## src/pkg/nfc_pkg.sv

```systemverilog
// Package of register offsets, fields and reset values for the flash regs
package nfc_pkg;
  // ==========================================================
  // Register byte addresses
  localparam logic [31:0] NFC_OFS_CONTROL = 32'h2002_0010;
  localparam logic [31:0] NFC_OFS_CONFIG = 32'h2002_0014;
  localparam logic [31:0] NFC_OFS_STATUS = 32'h2002_0018;
  localparam logic [31:0] NFC_OFS_INT_STAT = 32'h2002_001c;
  localparam logic [31:0] NFC_OFS_INT_MASK = 32'h2002_0020;
  localparam logic [31:0] NFC_OFS_INT_SET = 32'h2002_0024;
  localparam logic [31:0] NFC_OFS_INT_CLR = 32'h2002_0028;
  // ==========================================================
  // Control fields
  localparam int NFC_CTL_DMA_START = 0;
  localparam int NFC_CTL_ECC_CLEAR = 1;
  localparam int NFC_CTL_SOFT_RESET = 2;
  // ==========================================================
  // Configuration fields
  localparam int NFC_CFG_WIDTH = 0;
  localparam int NFC_CFG_DMA_DIR = 1;
  localparam int NFC_CFG_DMA_BURST = 2;
  localparam int NFC_CFG_ECC_EN = 3;
  localparam int NFC_CFG_DMA_ECC = 4;
  localparam int NFC_CFG_CE_LOW = 5;
  localparam int NFC_CFG_BITS = 6;
  localparam logic [5:0] NFC_CFG_RESET = 6'h00;
  // ==========================================================
  // Status and interrupt fields
  localparam int NFC_ST_READY = 0;
  localparam int NFC_ST_CMD_FIFO = 1;
  localparam int NFC_ST_DMA_FIFO = 2;
  localparam int NFC_INT_RDY = 0;
  localparam int NFC_INT_COUNT = 1;
  localparam logic [1:0] NFC_INT_RESET = 2'h0;
  // ==========================================================
  // Data FIFO level for burst requests, FIFO count width
  localparam logic [4:0] NFC_BURST_WORDS = 5'h04;
  localparam int NFC_LVL_W = 5;
endpackage : nfc_pkg

```

## src/verilog/nfc_sync2.sv

```systemverilog
// Two flip-flop synchroniser for one level input
`timescale 1ns/100ps
module nfc_sync2
  import nfc_pkg::*;
(
  input wire logic clk_sys_i,
  input wire logic nrst_i,
  input wire logic async_i,
  output logic sync_o
);
  logic meta;
  logic next_meta;
  logic next_sync;

  // Shift the level along the chain
  always_comb
  begin
    next_meta = async_i;
    next_sync = meta;
  end

  // ==========================================================
  // Registers
  always_ff @(posedge clk_sys_i or negedge nrst_i)
  begin
    if (!nrst_i)
    begin
      meta <= 1'b0;
      sync_o <= 1'b0;
    end
    else
    begin
      meta <= next_meta;
      sync_o <= next_sync;
    end
  end
endmodule : nfc_sync2

```

## src/verilog/nfc_regs.sv

```systemverilog
// Control, configuration, status and interrupt registers of the flash ctrl
`timescale 1ns/100ps
// Behaviour
// - Writing one to control bit 2 resets the whole controller; self-clearing.
// - Writing one to control bit 1 clears ECC parity and its counter.
// - Writing one to control bit 0 starts the DMA data channel.
// - Config bit 5 forces chip enable low; else low only while accessing.
// - Config bit 3 enables ECC; config bit 4 enables DMA ECC channel.
// - Config bit 2 zero: single request zero only; one: burst request.
// - Config bit 1 sets DMA direction: zero write to, one read from.
// - Status bit 2 is one while the DMA data FIFO holds data.
// - Status bit 1 is one while the command/address queue is nonempty.
// - Status bit 0 follows the flash ready input; one means ready.
// - Interrupt status bit 1 is terminal-count flag masked by its enable.
// - Interrupt status bit 0 is ready flag masked by its enable.
// - Status and interrupt status registers are read-only.
// - Count flag sets when counter reaches zero; ready flag on ready rise.
// - Burst request: reading with four or more words, writing fewer.
module nfc_regs
  import nfc_pkg::*;
(
  input wire logic clk_sys_i,
  input wire logic nrst_i,
  input wire logic bus_sel_i,
  input wire logic bus_write_i,
  input wire logic [31:0] bus_addr_i,
  input wire logic [31:0] bus_wdata_i,
  output logic [31:0] bus_rdata_o,
  input wire logic flash_ready_i,
  input wire logic flash_access_i,
  input wire logic [4:0] data_fifo_level_i,
  input wire logic cmd_fifo_nonempty_i,
  input wire logic transfer_counter_zero_i,
  input wire logic dma_clear_i,
  output logic soft_reset_trigger_o,
  output logic ecc_clear_o,
  output logic dma_start_o,
  output logic ecc_enable_o,
  output logic dma_ecc_enable_o,
  output logic dma_read_o,
  output logic wide_device_o,
  output logic chip_enable_n_o,
  output logic single_request_zero_o,
  output logic burst_request_o,
  output logic irq_o
);
  // ==========================================================
  // State
  logic [5:0] cfg;
  logic [5:0] next_cfg;
  logic [1:0] int_flag;
  logic [1:0] next_int_flag;
  logic [1:0] interrupt_mask_reg;
  logic [1:0] next_interrupt_mask_reg;
  logic [2:0] ctl_pulse;
  logic [2:0] next_ctl_pulse;
  logic [31:0] next_rdata;
  logic chan_active;
  logic next_chan_active;
  logic req;
  logic next_req;
  logic rdy_prev;
  logic next_rdy_prev;
  logic cnt_zero_prev;
  logic next_cnt_zero_prev;
  logic rdy_sync;
  logic [1:0] masked;
  logic wr;
  logic [2:0] ctl_bits;
  logic want_req;

  // Ready pin passes two flops before any logic reads it
  nfc_sync2 u_rdy_sync (
    .clk_sys_i(clk_sys_i),
    .nrst_i(nrst_i),
    .async_i(flash_ready_i),
    .sync_o(rdy_sync)
  );

  assign wr = bus_sel_i && bus_write_i;
  assign masked = int_flag & interrupt_mask_reg;
  assign ctl_bits = bus_wdata_i[2:0];

  // ==========================================================
  // Next values of registers, flags and strobes
  always_comb
  begin
    next_cfg = cfg;
    next_interrupt_mask_reg = interrupt_mask_reg;
    next_int_flag = int_flag;
    next_ctl_pulse = 3'h0;
    next_rdy_prev = rdy_sync;
    next_cnt_zero_prev = transfer_counter_zero_i;
    next_chan_active = chan_active;
    next_req = req;
    if (wr && bus_addr_i == NFC_OFS_CONTROL)
    begin
      next_ctl_pulse = ctl_bits;
    end
    if (wr && bus_addr_i == NFC_OFS_CONFIG)
    begin
      next_cfg = bus_wdata_i[5:0];
    end
    if (wr && bus_addr_i == NFC_OFS_INT_MASK)
    begin
      next_interrupt_mask_reg = bus_wdata_i[1:0];
    end
    // Clear first so that a set in the same cycle wins
    if (wr && bus_addr_i == NFC_OFS_INT_CLR)
    begin
      next_int_flag = next_int_flag & ~bus_wdata_i[1:0];
    end
    if (wr && bus_addr_i == NFC_OFS_INT_SET)
    begin
      next_int_flag = next_int_flag | bus_wdata_i[1:0];
    end
    if (transfer_counter_zero_i && !cnt_zero_prev)
    begin
      next_int_flag[NFC_INT_COUNT] = 1'b1;
    end
    if (rdy_sync && !rdy_prev)
    begin
      next_int_flag[NFC_INT_RDY] = 1'b1;
    end
    // Data channel runs from start until the transfer count hits zero
    if (ctl_pulse[NFC_CTL_DMA_START])
    begin
      next_chan_active = 1'b1;
    end
    else if (transfer_counter_zero_i && !cnt_zero_prev)
    begin
      next_chan_active = 1'b0;
    end
    // Request raised on the wanted level, held until the DMA clears it or the channel stops
    if (dma_clear_i || !chan_active)
    begin
      next_req = 1'b0;
    end
    else if (want_req)
    begin
      next_req = 1'b1;
    end
    // Soft reset returns the register state to its reset values
    if (ctl_pulse[NFC_CTL_SOFT_RESET])
    begin
      next_cfg = NFC_CFG_RESET;
      next_interrupt_mask_reg = NFC_INT_RESET;
      next_int_flag = NFC_INT_RESET;
      next_chan_active = 1'b0;
      next_req = 1'b0;
    end
  end

  // Level condition for a data request in the chosen direction
  always_comb
  begin
    if (!cfg[NFC_CFG_DMA_BURST])
    begin
      want_req = 1'b1;
    end
    else if (cfg[NFC_CFG_DMA_DIR])
    begin
      want_req = data_fifo_level_i >= NFC_BURST_WORDS;
    end
    else
    begin
      want_req = data_fifo_level_i < NFC_BURST_WORDS;
    end
  end

  // Read data multiplexer; reserved bits and unmapped addresses read zero
  always_comb
  begin
    next_rdata = 32'h0000_0000;
    unique case (bus_addr_i)
      NFC_OFS_CONTROL: next_rdata = 32'h0000_0000;
      NFC_OFS_CONFIG: next_rdata = {26'h0, cfg};
      NFC_OFS_STATUS:
        next_rdata = {29'h0, data_fifo_level_i != 5'h00,
          cmd_fifo_nonempty_i, rdy_sync};
      NFC_OFS_INT_STAT: next_rdata = {30'h0, masked};
      NFC_OFS_INT_MASK: next_rdata = {30'h0, interrupt_mask_reg};
      default: next_rdata = 32'h0000_0000;
    endcase
  end

  // ==========================================================
  // Registers
  always_ff @(posedge clk_sys_i or negedge nrst_i)
  begin
    if (!nrst_i)
    begin
      cfg <= NFC_CFG_RESET;
      interrupt_mask_reg <= NFC_INT_RESET;
      int_flag <= NFC_INT_RESET;
      ctl_pulse <= 3'h0;
      rdy_prev <= 1'b0;
      cnt_zero_prev <= 1'b0;
      chan_active <= 1'b0;
      req <= 1'b0;
      bus_rdata_o <= 32'h0000_0000;
    end
    else
    begin
      cfg <= next_cfg;
      interrupt_mask_reg <= next_interrupt_mask_reg;
      int_flag <= next_int_flag;
      ctl_pulse <= next_ctl_pulse;
      rdy_prev <= next_rdy_prev;
      cnt_zero_prev <= next_cnt_zero_prev;
      chan_active <= next_chan_active;
      req <= next_req;
      bus_rdata_o <= next_rdata;
    end
  end

  // ==========================================================
  // Outputs
  assign soft_reset_trigger_o = ctl_pulse[NFC_CTL_SOFT_RESET];
  assign ecc_clear_o = ctl_pulse[NFC_CTL_ECC_CLEAR];
  assign dma_start_o = ctl_pulse[NFC_CTL_DMA_START];
  assign ecc_enable_o = cfg[NFC_CFG_ECC_EN];
  assign dma_ecc_enable_o = cfg[NFC_CFG_DMA_ECC];
  assign dma_read_o = cfg[NFC_CFG_DMA_DIR];
  assign wide_device_o = cfg[NFC_CFG_WIDTH];
  // Chip enable low when forced, else only during flash access
  assign chip_enable_n_o = !(cfg[NFC_CFG_CE_LOW] || flash_access_i);
  assign single_request_zero_o = req && !cfg[NFC_CFG_DMA_BURST];
  assign burst_request_o = req && cfg[NFC_CFG_DMA_BURST];
  assign irq_o = |masked;

  // ==========================================================
  // Assertions
  a_ctl_self_clear: assert property (@(posedge clk_sys_i) disable iff (!nrst_i)
    (wr && bus_addr_i == NFC_OFS_CONTROL && bus_wdata_i[2])
    |=> soft_reset_trigger_o ##1 !soft_reset_trigger_o || $past(wr))
    else $error("soft reset strobe not one cycle");
  a_ecc_clear_pulse: assert property (@(posedge clk_sys_i) disable iff (!nrst_i)
    (wr && bus_addr_i == NFC_OFS_CONTROL && bus_wdata_i[1]) |=> ecc_clear_o)
    else $error("ecc clear missing");
  a_dma_start_go: assert property (@(posedge clk_sys_i) disable iff (!nrst_i)
    dma_start_o |=> chan_active)
    else $error("channel not started");
  a_chip_en_force: assert property (@(posedge clk_sys_i) disable iff (!nrst_i)
    cfg[NFC_CFG_CE_LOW] |-> !chip_enable_n_o)
    else $error("chip enable not forced low");
  a_cfg_written: assert property (@(posedge clk_sys_i) disable iff (!nrst_i)
    (wr && bus_addr_i == NFC_OFS_CONFIG && !soft_reset_trigger_o)
    |=> ecc_enable_o == $past(bus_wdata_i[3])
      && dma_read_o == $past(bus_wdata_i[1]))
    else $error("config not stored");
  a_req_single: assert property (@(posedge clk_sys_i) disable iff (!nrst_i)
    !cfg[NFC_CFG_DMA_BURST] |-> !burst_request_o)
    else $error("burst request in single mode");
  a_burst_level: assert property (@(posedge clk_sys_i) disable iff (!nrst_i)
    (burst_request_o && $rose(req) && dma_read_o)
    |-> $past(data_fifo_level_i) >= NFC_BURST_WORDS)
    else $error("burst raised below level");
  a_ready_status: assert property (@(posedge clk_sys_i) disable iff (!nrst_i)
    (bus_sel_i && !bus_write_i && bus_addr_i == NFC_OFS_STATUS)
    |=> bus_rdata_o[NFC_ST_READY] == $past(rdy_sync))
    else $error("ready status wrong");
  a_count_flag_set: assert property (@(posedge clk_sys_i) disable iff (!nrst_i)
    ($rose(transfer_counter_zero_i) && !soft_reset_trigger_o)
    |=> int_flag[NFC_INT_COUNT])
    else $error("count flag not set");
  a_ready_flag_set: assert property (@(posedge clk_sys_i) disable iff (!nrst_i)
    ($rose(rdy_sync) && !soft_reset_trigger_o)
    |=> int_flag[NFC_INT_RDY])
    else $error("ready flag not set");
  a_irq_masked: assert property (@(posedge clk_sys_i) disable iff (!nrst_i)
    (wr && bus_addr_i == NFC_OFS_INT_MASK && bus_wdata_i[1:0] == 2'h0)
    |=> !irq_o)
    else $error("interrupt output not masked");
  a_stat_readonly: assert property (@(posedge clk_sys_i) disable iff (!nrst_i)
    (wr && bus_addr_i == NFC_OFS_INT_STAT && !soft_reset_trigger_o
      && !$rose(transfer_counter_zero_i) && !$rose(rdy_sync))
    |=> int_flag == $past(int_flag))
    else $error("status write had effect");
  a_fifo_status: assert property (@(posedge clk_sys_i) disable iff (!nrst_i)
    (bus_sel_i && !bus_write_i && bus_addr_i == NFC_OFS_STATUS)
    |=> bus_rdata_o[NFC_ST_DMA_FIFO] == ($past(data_fifo_level_i) != 5'h00)
      && bus_rdata_o[NFC_ST_CMD_FIFO] == $past(cmd_fifo_nonempty_i))
    else $error("fifo status wrong");
  a_chan_end_drop: assert property (@(posedge clk_sys_i) disable iff (!nrst_i)
    ($rose(transfer_counter_zero_i) && !dma_start_o)
    |-> ##2 !(single_request_zero_o || burst_request_o))
    else $error("request kept after count end");

  c_burst_req: cover property (@(posedge clk_sys_i) disable iff (!nrst_i)
    $rose(burst_request_o));
  c_single_req: cover property (@(posedge clk_sys_i) disable iff (!nrst_i)
    $rose(single_request_zero_o));
  c_irq_rise: cover property (@(posedge clk_sys_i) disable iff (!nrst_i)
    $rose(irq_o));
  c_soft_reset: cover property (@(posedge clk_sys_i) disable iff (!nrst_i)
    soft_reset_trigger_o);
  c_chan_end: cover property (@(posedge clk_sys_i) disable iff (!nrst_i)
    $fell(chan_active));
endmodule : nfc_regs

```

## config.mk

```make
export PLATFORM = sky130hd
export DESIGN_NAME = nfc_regs
export DESIGN_NICKNAME = d
export VERILOG_FILES = /design/src/pkg/nfc_pkg.sv /design/src/verilog/nfc_sync2.sv /design/src/verilog/nfc_regs.sv
export SDC_FILE = /design/constraint.sdc
export NUM_CORES = 1
export LEC_CHECK = 0
export ABC_AREA = 0
export BUFFER_PORTS_ARGS = -buffer_cell sky130_fd_sc_hd__buf_2
export CORE_MARGIN = 2
export CORE_UTILIZATION = 35
export CTS_CLUSTER_DIAMETER = 30
export DETAILED_ROUTE_END_ITERATION = 8
export PLACE_DENSITY = 0.86
export SYNTH_ARGS = -nofsm -noshare
export SYNTH_HDL_FRONTEND = slang
export SYNTH_HIERARCHICAL = 1
export SYNTH_SLANG_ARGS = --single-unit
```

## constraint.sdc

```tcl
create_clock -name clk_sys_i -period 1 [get_ports clk_sys_i]
set_clock_uncertainty 0.2 [all_clocks]
set_input_delay 0.2 -clock clk_sys_i [delete_from_list [all_inputs] [get_ports clk_sys_i]]
set_output_delay 0.2 -clock clk_sys_i [all_outputs]
set_load 0.1 [all_outputs]
```

==> results.md, run 1 <==
* Status: finished, violations left
* Violated checks: hold timing, setup timing
* Critical Path, Cell by Cell: buf_6 > nor4b_4 > nand4_4 > nor4_4 > mux2i_1 > nor2_1
* Largest net degree at the start of global routing at 26
* Number of cell rows at 23
* Inst Count DP at around 280
* End-of-flow core utilization at between 60% and 70%
* Register clock-pin slew on the reported worst setup and hold paths at around 0.1 ns
* Hold buffer count at cts at 3
* Primary flip-flop cell chosen by synthesis mapping: sky130_fd_sc_hd__dfrtp_1
* Inserted Diodes at 0
* DR iter-0 viols at between 100 and 150
* Total count of max-transition violations in the final report at 0
* Number of optimization iterations in the first detailed-route pass at 4
* Vias in the first global route at approximately 1500
* Later-pin clock latency in the skew report at roughly 0.27 ns
* Count of cells along the worst register-to-register path at 5
* Fraction of final layout cells sized beyond drive strength 1 at a little over three fifths
* Number of synthesized register bits at 25
* Number of antenna violations at the first check in global routing at 0
* Buffer levels on the longest clock path at 2
* Placeable core region at 3971 sq um
* Number of filler cells placed in the layout at 281
* Routed wire length per instance at 16.64 um
* Share of async-settable or async-resettable flops after synthesis at 100.0%
* Cell chosen for the clock root: sky130_fd_sc_hd__clkbuf_8
* Effective utilization at floorplan at a little over a third
* Worst-path maximum fanout at 4
* Most frequent cells in the layout: sky130_fd_sc_hd__buf_2 (44), sky130_fd_sc_hd__buf_4 (27), sky130_fd_sc_hd__conb_1 (26), sky130_fd_sc_hd__buf_12 (19), sky130_fd_sc_hd__dfrtp_4 (13)
* Required time at the worst-slack endpoint at ~0.96 ns
* Largest registers in the final layout: bus_rdata_o (6), cfg (6), ctl_pulse (3)
* TritonCTS clock tree: yes
* Mapped Cells at 139
* Final HPWL from detailed placement at roughly 3.2 mm
* Die area at around 4700 sq um
* Sequential cell area at around 670 sq um
* Total power consumption of the routed design at around 0.0024 W
* Worst Hold Launch: dma_clear_i
* Layout Cells excl Fill at roughly 300
* Total of max-cap violations at 0
* Setup Crit Path Kind: in2reg
* Startpoint type of the worst setup path: input port
* Crit Reg-Reg Startpoint: cfg[1]$_DFFE_PN0P_
* Crit path buffers/inverters at 1
* Data arrival time at the worst-slack endpoint at approximately 1.5 ns
* Maximum VDD drop at 0.0005895 V
* Part of the Yosys area used for sequential elements at a little over two fifths
* Final-report hold violation count at 3
* H-tree depth at 1
* Number of synthesized flops with an enable pin at 0
* Worst-case hold slack at -0.1196 ns
* Vias after detailed routing at roughly 1500
* Most common cell after layout, fill and taps aside: sky130_fd_sc_hd__buf_2
* Number of ports placed on the die boundary at around 120
* Yosys cell types at 34
* Hold path cells at 2
* Crit-path max cell delay at 0.39 ns
* Terminus of the critical flop-to-flop path: bus_rdata_o[1]$_DFF_PN0_
* Area of the multi-input gates at slightly below 900 sq um
* Crit-path leading delay family: simple AND/OR/NAND/NOR gates
* Power density normalized to cell area at 910.3 nW/um^2
* Port Buffer Count at 68
* Cell with the biggest individual delay on the critical path: sky130_fd_sc_hd__nor4_4
* Wire length after detailed routing at between 4 and 5 mm
* Mean post-synth cell area at slightly above 10 sq um
* Type of the tightest min-delay check: in2reg
* Worst setup slack for register-to-register paths at -0.44 ns
* Share of the cycle needed by the critical path after routing at 155.5%
* Layout net count at around 320
* TritonCTS sink count at 25
* Leakage power at 1.192 nW
* Max Fclk at 643.2 MHz
* Last weighted congestion value of the routability-driven placer at approximately 0.84
* Antenna Violating Nets Remaining at 0
* Height of the die at 68.20 um
* Kind of end point of the critical path: flip-flop
* First-pass GRT wire length at ~7.0 mm
* Post-Synthesis Cell Area at approximately 1400 sq um
* Area overhead of the layout relative to synthesis at 83.43%
* Setup TNS at -15.84 ns
* Number of warnings reported in the yosys synthesis log at 6
* Residual DRC at 0
* Overflow left after global routing at 0
* Final critical-path required period at around 1.6 ns
* Number of vias per cell after detailed routing at just over 5
* Setup violation total in the final timing report at 38
* CTS buffer count at 3
* Global routing usage summed across all routing layers at between 20% and 30%
* Worst Setup Slack, final at -0.5547 ns
* Setup repair after global routing missed its margin: true
* Die width at 68.20 um
* End of the worst hold path: req$_DFFE_PN0P_
-- worst register-to-register path, delay by kind of cell, from the launching register on --
kind	cells	cell delay, ns
AO/OA/AOI/OAI	3	0.39
buffers and inverters	1	0.15
flip-flops	1	0.52
AND/OR/NAND/NOR	1	0.07
-- kinds of logic (layout without fill, tap and decap cells) --
group                  Yosys count  in the layout  share of synthesized area (%)
AO/OA/AOI/OAI                   14             14                          5.638
XOR/XNOR                         1              1                         0.6072
buffers and inverters           29            110                          14.31
flip-flops                      25             25                          43.37
multiplexers                     8              8                          5.551
other                            1             26                         0.2599
AND/OR/NAND/NOR                 61             61                          30.27
-- cells in the mapped netlist, drive strengths merged (2+ instances only) --
library cell,number,share of area [%]
buf,26,14
dfrtp,25,43
nor2,13,3.6
mux2i,8,5.6
a21oi,6,2.1
nand2,6,1.7
nand3,6,2.1
nor4,6,4.9
nor4b,5,5.1
and2,4,1.7
nand2b,4,1.7
nand4,4,2.2
and3,3,1.6
and4,3,1.8
nor2b,3,1.3
a31oi,2,0.87
inv,2,0.52
o21ai,2,0.69
o22ai,2,0.87
-- worst max path at each step --
stage                             startpoint  cells after the start                           endpoint  slack (ns)
after global routing          bus_addr_i[24]                      7  interrupt_mask_reg[1]$_DFFE_PN0P_       -0.62
after CTS                     bus_addr_i[16]                      6  interrupt_mask_reg[0]$_DFFE_PN0P_       -0.51
after global placement        bus_addr_i[15]                      6              int_flag[1]$_DFF_PN0_       -0.76
after floorplan           cfg[2]$_DFFE_PN0P_                      1              single_request_zero_o       -0.61
after detailed placement      bus_addr_i[15]                      6  interrupt_mask_reg[0]$_DFFE_PN0P_       -0.81
final                         bus_addr_i[16]                      6  interrupt_mask_reg[1]$_DFFE_PN0P_       -0.55
-- report_power, final --
group          switching (W)  total (W)  internal (W)
logic               0.000589   0.000764      0.000175
registers         0.00000502    0.00102       0.00102
clock network       0.000340   0.000622      0.000282
-- layout make-up --
type	instances	share of cell area (%)
Clock inverter	1	0.2837
Multi-Input combinational cell	110	33.71
Timing Repair Buffer	104	36.31
Inverter	2	0.2837
Tap cell	50	2.364
Clock buffer	3	1.560
Sequential cell	25	25.48
-- per-stage QoR --
step                setup WS (ns)  cell area (sq um)
floorplan                 -0.6130               1662
global placement          -0.7563               2308
detailed placement        -0.8087               2308
CTS                       -0.5099               2529
global route              -0.6225               2646
finish                    -0.5547               2646
-- metal layers --
layer | global-route usage [%] | vias to the layer above | share of wire, %
met2 | 36.41 | 103 | 54
met5 | 0 | - | 0
li1 | - | 654 | -
met3 | 4.441 | 19 | 9.2
met1 | 24.04 | 736 | 34
met4 | 6.250 | 0 | 2.9
-- repair_timing --
| action | CTS | global route |
|---|---|---|
| setup buffers | 8 | 2 |
| setup endpoints to repair | 38 | 38 |
| endpoints found under the hold margin | 31 | 2 |
| pin swaps | 7 | 9 |
| resized for setup | 18 | 20 |
No activity file was read; power rests on OpenSTA's default activity.
==> inputs of run 2 (changes only) <==
==> constraint.sdc (replaced) <==
create_clock -name clk_sys_i -period 1 [get_ports clk_sys_i]
set_clock_uncertainty 0.2 [all_clocks]
set_input_delay 0 -clock clk_sys_i [delete_from_list [all_inputs] [get_ports clk_sys_i]]
set_output_delay 0 -clock clk_sys_i [all_outputs]
set_load 0.1 [all_outputs]
==> run 2 against run 1 <==
- sequential share of layout area is 0.92 points lower
- global-route usage is 0.40 points lower
- register-to-register slack better by 0.20 ns
- sequential cell count stayed put
- wire length is 11% lower
- the flow still finishes with violations (hold timing, setup timing)
- via count is 6.2% lower
- design area hardly changed
- maximum frequency is 17% higher
- combinational power is 1% higher
- count of clock-buffer cells in the layout stayed put
- critical endpoint is now irq_o
- largest power group unchanged
- clock power is 5.5% lower
- worst setup slack better by 0.22 ns
- critical path type is now reg2out
==> results.md, run 2 (synthesized netlist as in run 1, its figures left out) <==
* Vias after detailed routing at approximately 1400
* Layout net count at 328
* Vias in the first global route at roughly 1500
* Inserted Diodes at 0
* Global routing usage summed across all routing layers at 19.90%
* Area overhead of the layout relative to synthesis at 83.26%
* Crit Reg-Reg Startpoint: cfg[1]$_DFFE_PN0P_
* Count of cells along the worst register-to-register path at 4
* Violated checks: hold timing, setup timing
* Die width at roughly 68 um
* Minimum setup slack after placement at -0.5961 ns
* Critical Path, Cell by Cell: a22o_4 > buf_12
* DR iter-0 viols at 99
* Design Area, Final at about 2600 sq um
* Most frequent cells in the layout: sky130_fd_sc_hd__buf_2 (42), sky130_fd_sc_hd__conb_1 (26), sky130_fd_sc_hd__buf_4 (21), sky130_fd_sc_hd__buf_12 (18), sky130_fd_sc_hd__buf_6 (14)
* Routed wire length per instance at 14.54 um
* CTS buffer count at 3
* Later-pin clock latency in the skew report at about 0.26 ns
* Status: finished, violations left
* Most common cell after layout, fill and taps aside: sky130_fd_sc_hd__buf_2
* Data arrival time at the worst-slack endpoint at 1.13 ns
* Height of the die at ~68 um
* Final critical-path required period at roughly 1.3 ns
* Final HPWL from detailed placement at 3.092 mm
* TritonCTS sink count at 25
* Crit-path max cell delay at ~0.42 ns
* Number of optimization iterations in the first detailed-route pass at 4
* H-tree depth at 1
* Worst setup slack for register-to-register paths at -0.24 ns
* Worst Setup Slack, final at -0.3335 ns
* Antenna Violating Nets Remaining at 0
* Buffer levels on the longest clock path at 2
* Terminus of the critical flop-to-flop path: bus_rdata_o[1]$_DFF_PN0_
* Setup violation total in the final timing report at 38
* Largest net degree at the start of global routing at 26
* TritonCTS clock tree: yes
* Share of the cycle needed by the critical path after routing at 133.3%
* Die area at 4651 sq um
* Number of ports placed on the die boundary at about 120
* Leakage power at around 1.2 nW
* Port Buffer Count at between 60 and 70
* Max Fclk at between 700 and 800 MHz
* Total power consumption of the routed design at approximately 0.0024 W
* Worst-path maximum fanout at 3
* Last weighted congestion value of the routability-driven placer at between 0.8 and 0.9
* Kind of end point of the critical path: primary output
* Cell chosen for the clock root: sky130_fd_sc_hd__clkbuf_8
* Startpoint type of the worst setup path: flip-flop
* Largest registers in the final layout: bus_rdata_o (6), cfg (6), ctl_pulse (3)
* Register clock-pin slew on the reported worst setup and hold paths at about 0.08 ns
* First-pass GRT wire length at around 6.9 mm
* Total of max-cap violations at 0
* Placeable core region at between 3000 and 4000 sq um
* Effective utilization at floorplan at a little over a third
* Overflow left after global routing at 0
* Hold buffer count at cts at 12
* Layout Cells excl Fill at approximately 300
* Number of vias per cell after detailed routing at between 4 and 5
* Cell with the biggest individual delay on the critical path: sky130_fd_sc_hd__dfrtp_1
* Setup Crit Path Kind: reg2out
* Setup repair after global routing missed its margin: true
* Required time at the worst-slack endpoint at 0.80 ns
* Final-report hold violation count at 1
* Hold path cells at 3
* Worst-case hold slack at -0.1174 ns
* Inst Count DP at roughly 280
* Launch point of the worst path: int_flag[0]$_DFF_PN0_
* Maximum VDD drop at 0.0005779 V
* Residual DRC at 0
* Fraction of final layout cells sized beyond drive strength 1 at 57.43%
* Wire length after detailed routing at 4.347 mm
* Power density normalized to cell area at between 900 and 1000 nW/um^2
* Cell area reported after detailed placement at around 2200 sq um
* Number of antenna violations at the first check in global routing at 0
* Number of cell rows at 23
* Total count of max-transition violations in the final report at 0
* Destination of the critical timing path: irq_o
* Type of the tightest min-delay check: in2reg
run 2: metrics by stage:
step / util, % / TNS, ns
floorplan: - / -7.573
global route: 66.57 / -9.124
CTS: 65.78 / -6.861
detailed placement: 56.21 / -10.74
finish: 66.57 / -7.387
global placement: 56.21 / -9.799
run 2: area by class of cell:
type / count / area (sq um)
fillers: 291 / 1328
repair buffers: 108 / 1013
inverters: 2 / 7.507
clock buffers: 3 / 41.29
clock inverters: 1 / 5.005
well taps: 50 / 62.56
flip-flops and latches: 25 / 649.4
multi-input cells: 110 / 864.6
run 2: power by group:
| group | leakage, nW | switching (W) | internal, W | total [W] |
|---|---|---|---|---|
| registers | 0.307 | 0.00000368 | 0.00102 | 0.00102 |
| clock network | 0.0255 | 0.000310 | 0.000278 | 0.000588 |
| logic | 0.868 | 0.000586 | 0.000188 | 0.000774 |
| total | 1.20 | 0.000899 | 0.00148 | 0.00238 |
run 2: how the worst min path moves through the flow:
stage,from,endpoint,slack [ns]
after CTS,data_fifo_level_i[0],bus_rdata_o[2]$_DFF_PN0_,-0.12
final,data_fifo_level_i[0],bus_rdata_o[2]$_DFF_PN0_,-0.12
after global placement,nrst_i,int_flag[0]$_DFF_PN0_,-0.19
after floorplan,nrst_i,bus_rdata_o[0]$_DFF_PN0_,-0.50
after detailed placement,nrst_i,int_flag[0]$_DFF_PN0_,-0.18
after global routing,data_fifo_level_i[0],bus_rdata_o[2]$_DFF_PN0_,-0.09
run 2: per-layer routing:
layer / global-route usage, % / wire length (um) / vias to the layer above
li1: - / - / 663
met1: 24.09 / 1636 / 674
met2: 37.01 / 2391 / 73
met3: 2.796 / 261 / 8
met4: 4.500 / 57 / 0
met5: 0 / 0 / -
run 2: what timing repair did:
item / 4_1_cts / 5_1_grt
setup endpoints to repair: 38 / 41
endpoints found under the hold margin: 44 / 1
gates resized for setup: 35 / 6
pin swaps: 15 / 9
setup buffers: 8 / 0
run 2: worst max-delay path, delay by kind of cell (launching register included):
family,cells,cell delay [ns]
buffers and inverters,1,0.16
flip-flops,1,0.42
AO/OA/AOI/OAI,1,0.28
==> inputs of run 3 (changes only) <==
--- a/config.mk
+++ b/config.mk
@@ -7,11 +7,11 @@
 export LEC_CHECK = 0
 export ABC_AREA = 0
 export BUFFER_PORTS_ARGS = -buffer_cell sky130_fd_sc_hd__buf_2
-export CORE_MARGIN = 2
-export CORE_UTILIZATION = 35
+export CORE_MARGIN = 1.5
+export CORE_UTILIZATION = 38
 export CTS_CLUSTER_DIAMETER = 30
 export DETAILED_ROUTE_END_ITERATION = 8
-export PLACE_DENSITY = 0.86
+export PLACE_DENSITY = 0.88
 export SYNTH_ARGS = -nofsm -noshare
 export SYNTH_HDL_FRONTEND = slang
 export SYNTH_HIERARCHICAL = 1
==> constraint.sdc (replaced) <==
create_clock -name clk_sys_i -period 1.3 [get_ports clk_sys_i]
set_clock_uncertainty 0.2 [all_clocks]
set_input_delay 0 -clock clk_sys_i [delete_from_list [all_inputs] [get_ports clk_sys_i]]
set_output_delay 0 -clock clk_sys_i [all_outputs]
set_load 0.1 [all_outputs]
==> run 3 against run 2 <==
- the run ends with setup timing left
- sequential power down 23%
- first-iteration DRC count up 29%
- register-to-register slack better by 0.20 ns
- count of clock-buffer cells in the layout unchanged
- global-route usage up 0.13 points
- largest power group unchanged
==> results.md, run 3 (synthesized netlist as in run 1, its figures left out) <==
* Status: finished, violations left
* Violated checks: setup timing
* Later-pin clock latency in the skew report at about 0.28 ns
* Vias in the first global route at 1369
* Overflow left after global routing at 0
* Crit-path max cell delay at 0.54 ns
* Vias after detailed routing at ~1400
* Number of antenna violations at the first check in global routing at 0
* Data arrival time at the worst-slack endpoint at 1.34 ns
* Final critical-path required period at between 1 and 1.5 ns
* Crit-path leading delay family: flip-flops
* Kind of end point of the critical path: flip-flop
* Placeable core region at about 3700 sq um
* Area overhead of the layout relative to synthesis at 68.52%
* Residual DRC at 0
* Final HPWL from detailed placement at just under 3 mm
* Global routing usage summed across all routing layers at roughly a fifth
* Cell with the biggest individual delay on the critical path: sky130_fd_sc_hd__dfrtp_4
* Cell area reported after detailed placement at approximately 2100 sq um
* Max Fclk at around 750 MHz
* Setup violation total in the final timing report at 4
* Setup repair after global routing missed its margin: true
* Most frequent cells in the layout: sky130_fd_sc_hd__buf_2 (54), sky130_fd_sc_hd__conb_1 (26), sky130_fd_sc_hd__buf_4 (20), sky130_fd_sc_hd__dfrtp_1 (19), sky130_fd_sc_hd__dlygate4sd3_1 (13)
* Antenna Violating Nets Remaining at 0
* Required time at the worst-slack endpoint at between 1 and 1.5 ns
* Effective utilization at floorplan at between 30% and 40%
* Critical Path, Cell by Cell: xnor2_4 > nor3b_2 > nor4b_2
* Share of the cycle needed by the critical path after routing at 102.8%
* Number of optimization iterations in the first detailed-route pass at 4
* Height of the die at around 65 um
* Fraction of final layout cells sized beyond drive strength 1 at a little over half
* Number of vias per cell after detailed routing at ~4.7
* Largest net degree at the start of global routing at 26
* Crit path buffers/inverters at 0
* Total of max-cap violations at 0
* Worst-Margin Slew at 0.5368 ns
* First-pass GRT wire length at roughly 6.3 mm
* Inserted Diodes at 0
* Cell chosen for the clock root: sky130_fd_sc_hd__clkbuf_8
* Max-Slew Margin vs Limit at 64.21%
* Design Area, Final at around 2400 sq um
* Port Buffer Count at 68
* Startpoint type of the worst setup path: flip-flop
* Number of cell rows at 22
* H-tree depth at 1
* Most common cell after layout, fill and taps aside: sky130_fd_sc_hd__buf_2
* Die width at approximately 65 um
* CTS buffer count at 3
* Buffer levels on the longest clock path at 2
* TritonCTS clock tree: yes
* Maximum VDD drop at 0.0005183 V
* Leakage power at ~1.2 nW
* Power density normalized to cell area at 767.8 nW/um^2
* Final-report hold violation count at 0
* Setup Crit Path Kind: reg2reg
* Number of ports placed on the die boundary at ~120
* Worst-path maximum fanout at 4
* Routed wire length per instance at about 14 um
* Total count of max-transition violations in the final report at 0
* Die area at around 4200 sq um
* TritonCTS sink count at 25
* Layout net count at between 300 and 400
* Wire length after detailed routing at about 4.2 mm
* DR iter-0 viols at ~130
* Last weighted congestion value of the routability-driven placer at about 0.8
* Largest registers in the final layout: bus_rdata_o (6), cfg (6), ctl_pulse (3)
* Register clock-pin slew on the reported worst setup and hold paths at roughly 0.10 ns
* Worst Setup Slack, final at -0.03660 ns
* Worst-case hold slack at 0.005441 ns
* Type of the tightest min-delay check: in2reg
[run 3: changes by cell type in the layout (fill, tap and decap cells not counted), sizes merged]
cell         delta
buf             -3
clkbuf          -1
clkinv          -1
clkinvlp        +1
dlygate4sd3     +1
[run 3: power by group]
part / switching (W) / internal (W)
clock: 0.000273 / 0.000218
combinational: 0.000448 / 0.000141
sequential: 0.00000251 / 0.000783
[run 3: routing by layer]
metal  wire (um)  GRT usage, %  vias up
li1            -             -      657
met2        2290         34.90       61
met1        1656         24.56      666
met5           0             0        -
met3         214         2.951        9
met4          86         8.777        0
[run 3: cell type report]
class                   instances  area [sq um]
multi-input cells             110         842.1
repair buffers                105         832.0
clock inverters                 1         7.507
inverters                       2         7.507
well taps                      48         60.06
fillers                       268          1230
flip-flops and latches         25         640.6
clock buffers                   3         41.29
[run 3: tightest hold or removal path: stages]
cell,delay [ns]
sky130_fd_sc_hd__buf_2,0.10
sky130_fd_sc_hd__nand2_1,0.10
sky130_fd_sc_hd__nor4_4,0.06
sky130_fd_sc_hd__mux2i_1,0.13
sky130_fd_sc_hd__nor2_1,0.05
[run 3: per-stage QoR]
step / setup WS (ns) / power (W) / util (%) / setup TNS (ns) / std cells
CTS: -0.03118 / 0.001841 / 63.02 / -0.06193 / 288
floorplan: -0.1140 / 0.001237 / - / -1.169 / 164
global route: -0.09353 / 0.001920 / 66.40 / -0.6382 / 294
finish: -0.03660 / 0.001867 / 66.40 / -0.09816 / 294
global placement: -0.2584 / 0.001325 / 56.63 / -3.646 / 270
detailed placement: -0.3286 / 0.001330 / 56.63 / -4.358 / 270
[run 3: final timing paths]
path,end,slack [ns],depth (start not counted),from
min in group asynchronous,bus_rdata_o[1]$_DFF_PN0_,0.02,2,nrst_i
setup reg to reg,req$_DFFE_PN0P_,-0.04,3,cfg[1]$_DFFE_PN0P_
hold reg to reg,u_rdy_sync/sync_o$_DFF_PN0_,0.17,0,u_rdy_sync/meta$_DFF_PN0_
setup / recovery,req$_DFFE_PN0P_,-0.04,3,cfg[1]$_DFFE_PN0P_
max in group asynchronous,ctl_pulse[2]$_DFF_PN0_,0.47,2,nrst_i
hold / removal,interrupt_mask_reg[0]$_DFFE_PN0P_,0.005,5,bus_write_i
[run 3: what timing repair did]
item | in CTS | in global routing
hold buffers | 12 | 1
pin swaps | 6 | 10
setup endpoints to repair | 7 | 24
resized for setup | 9 | 14
buffers inserted | 2 | 5
endpoints found under the hold margin | 44 | 2
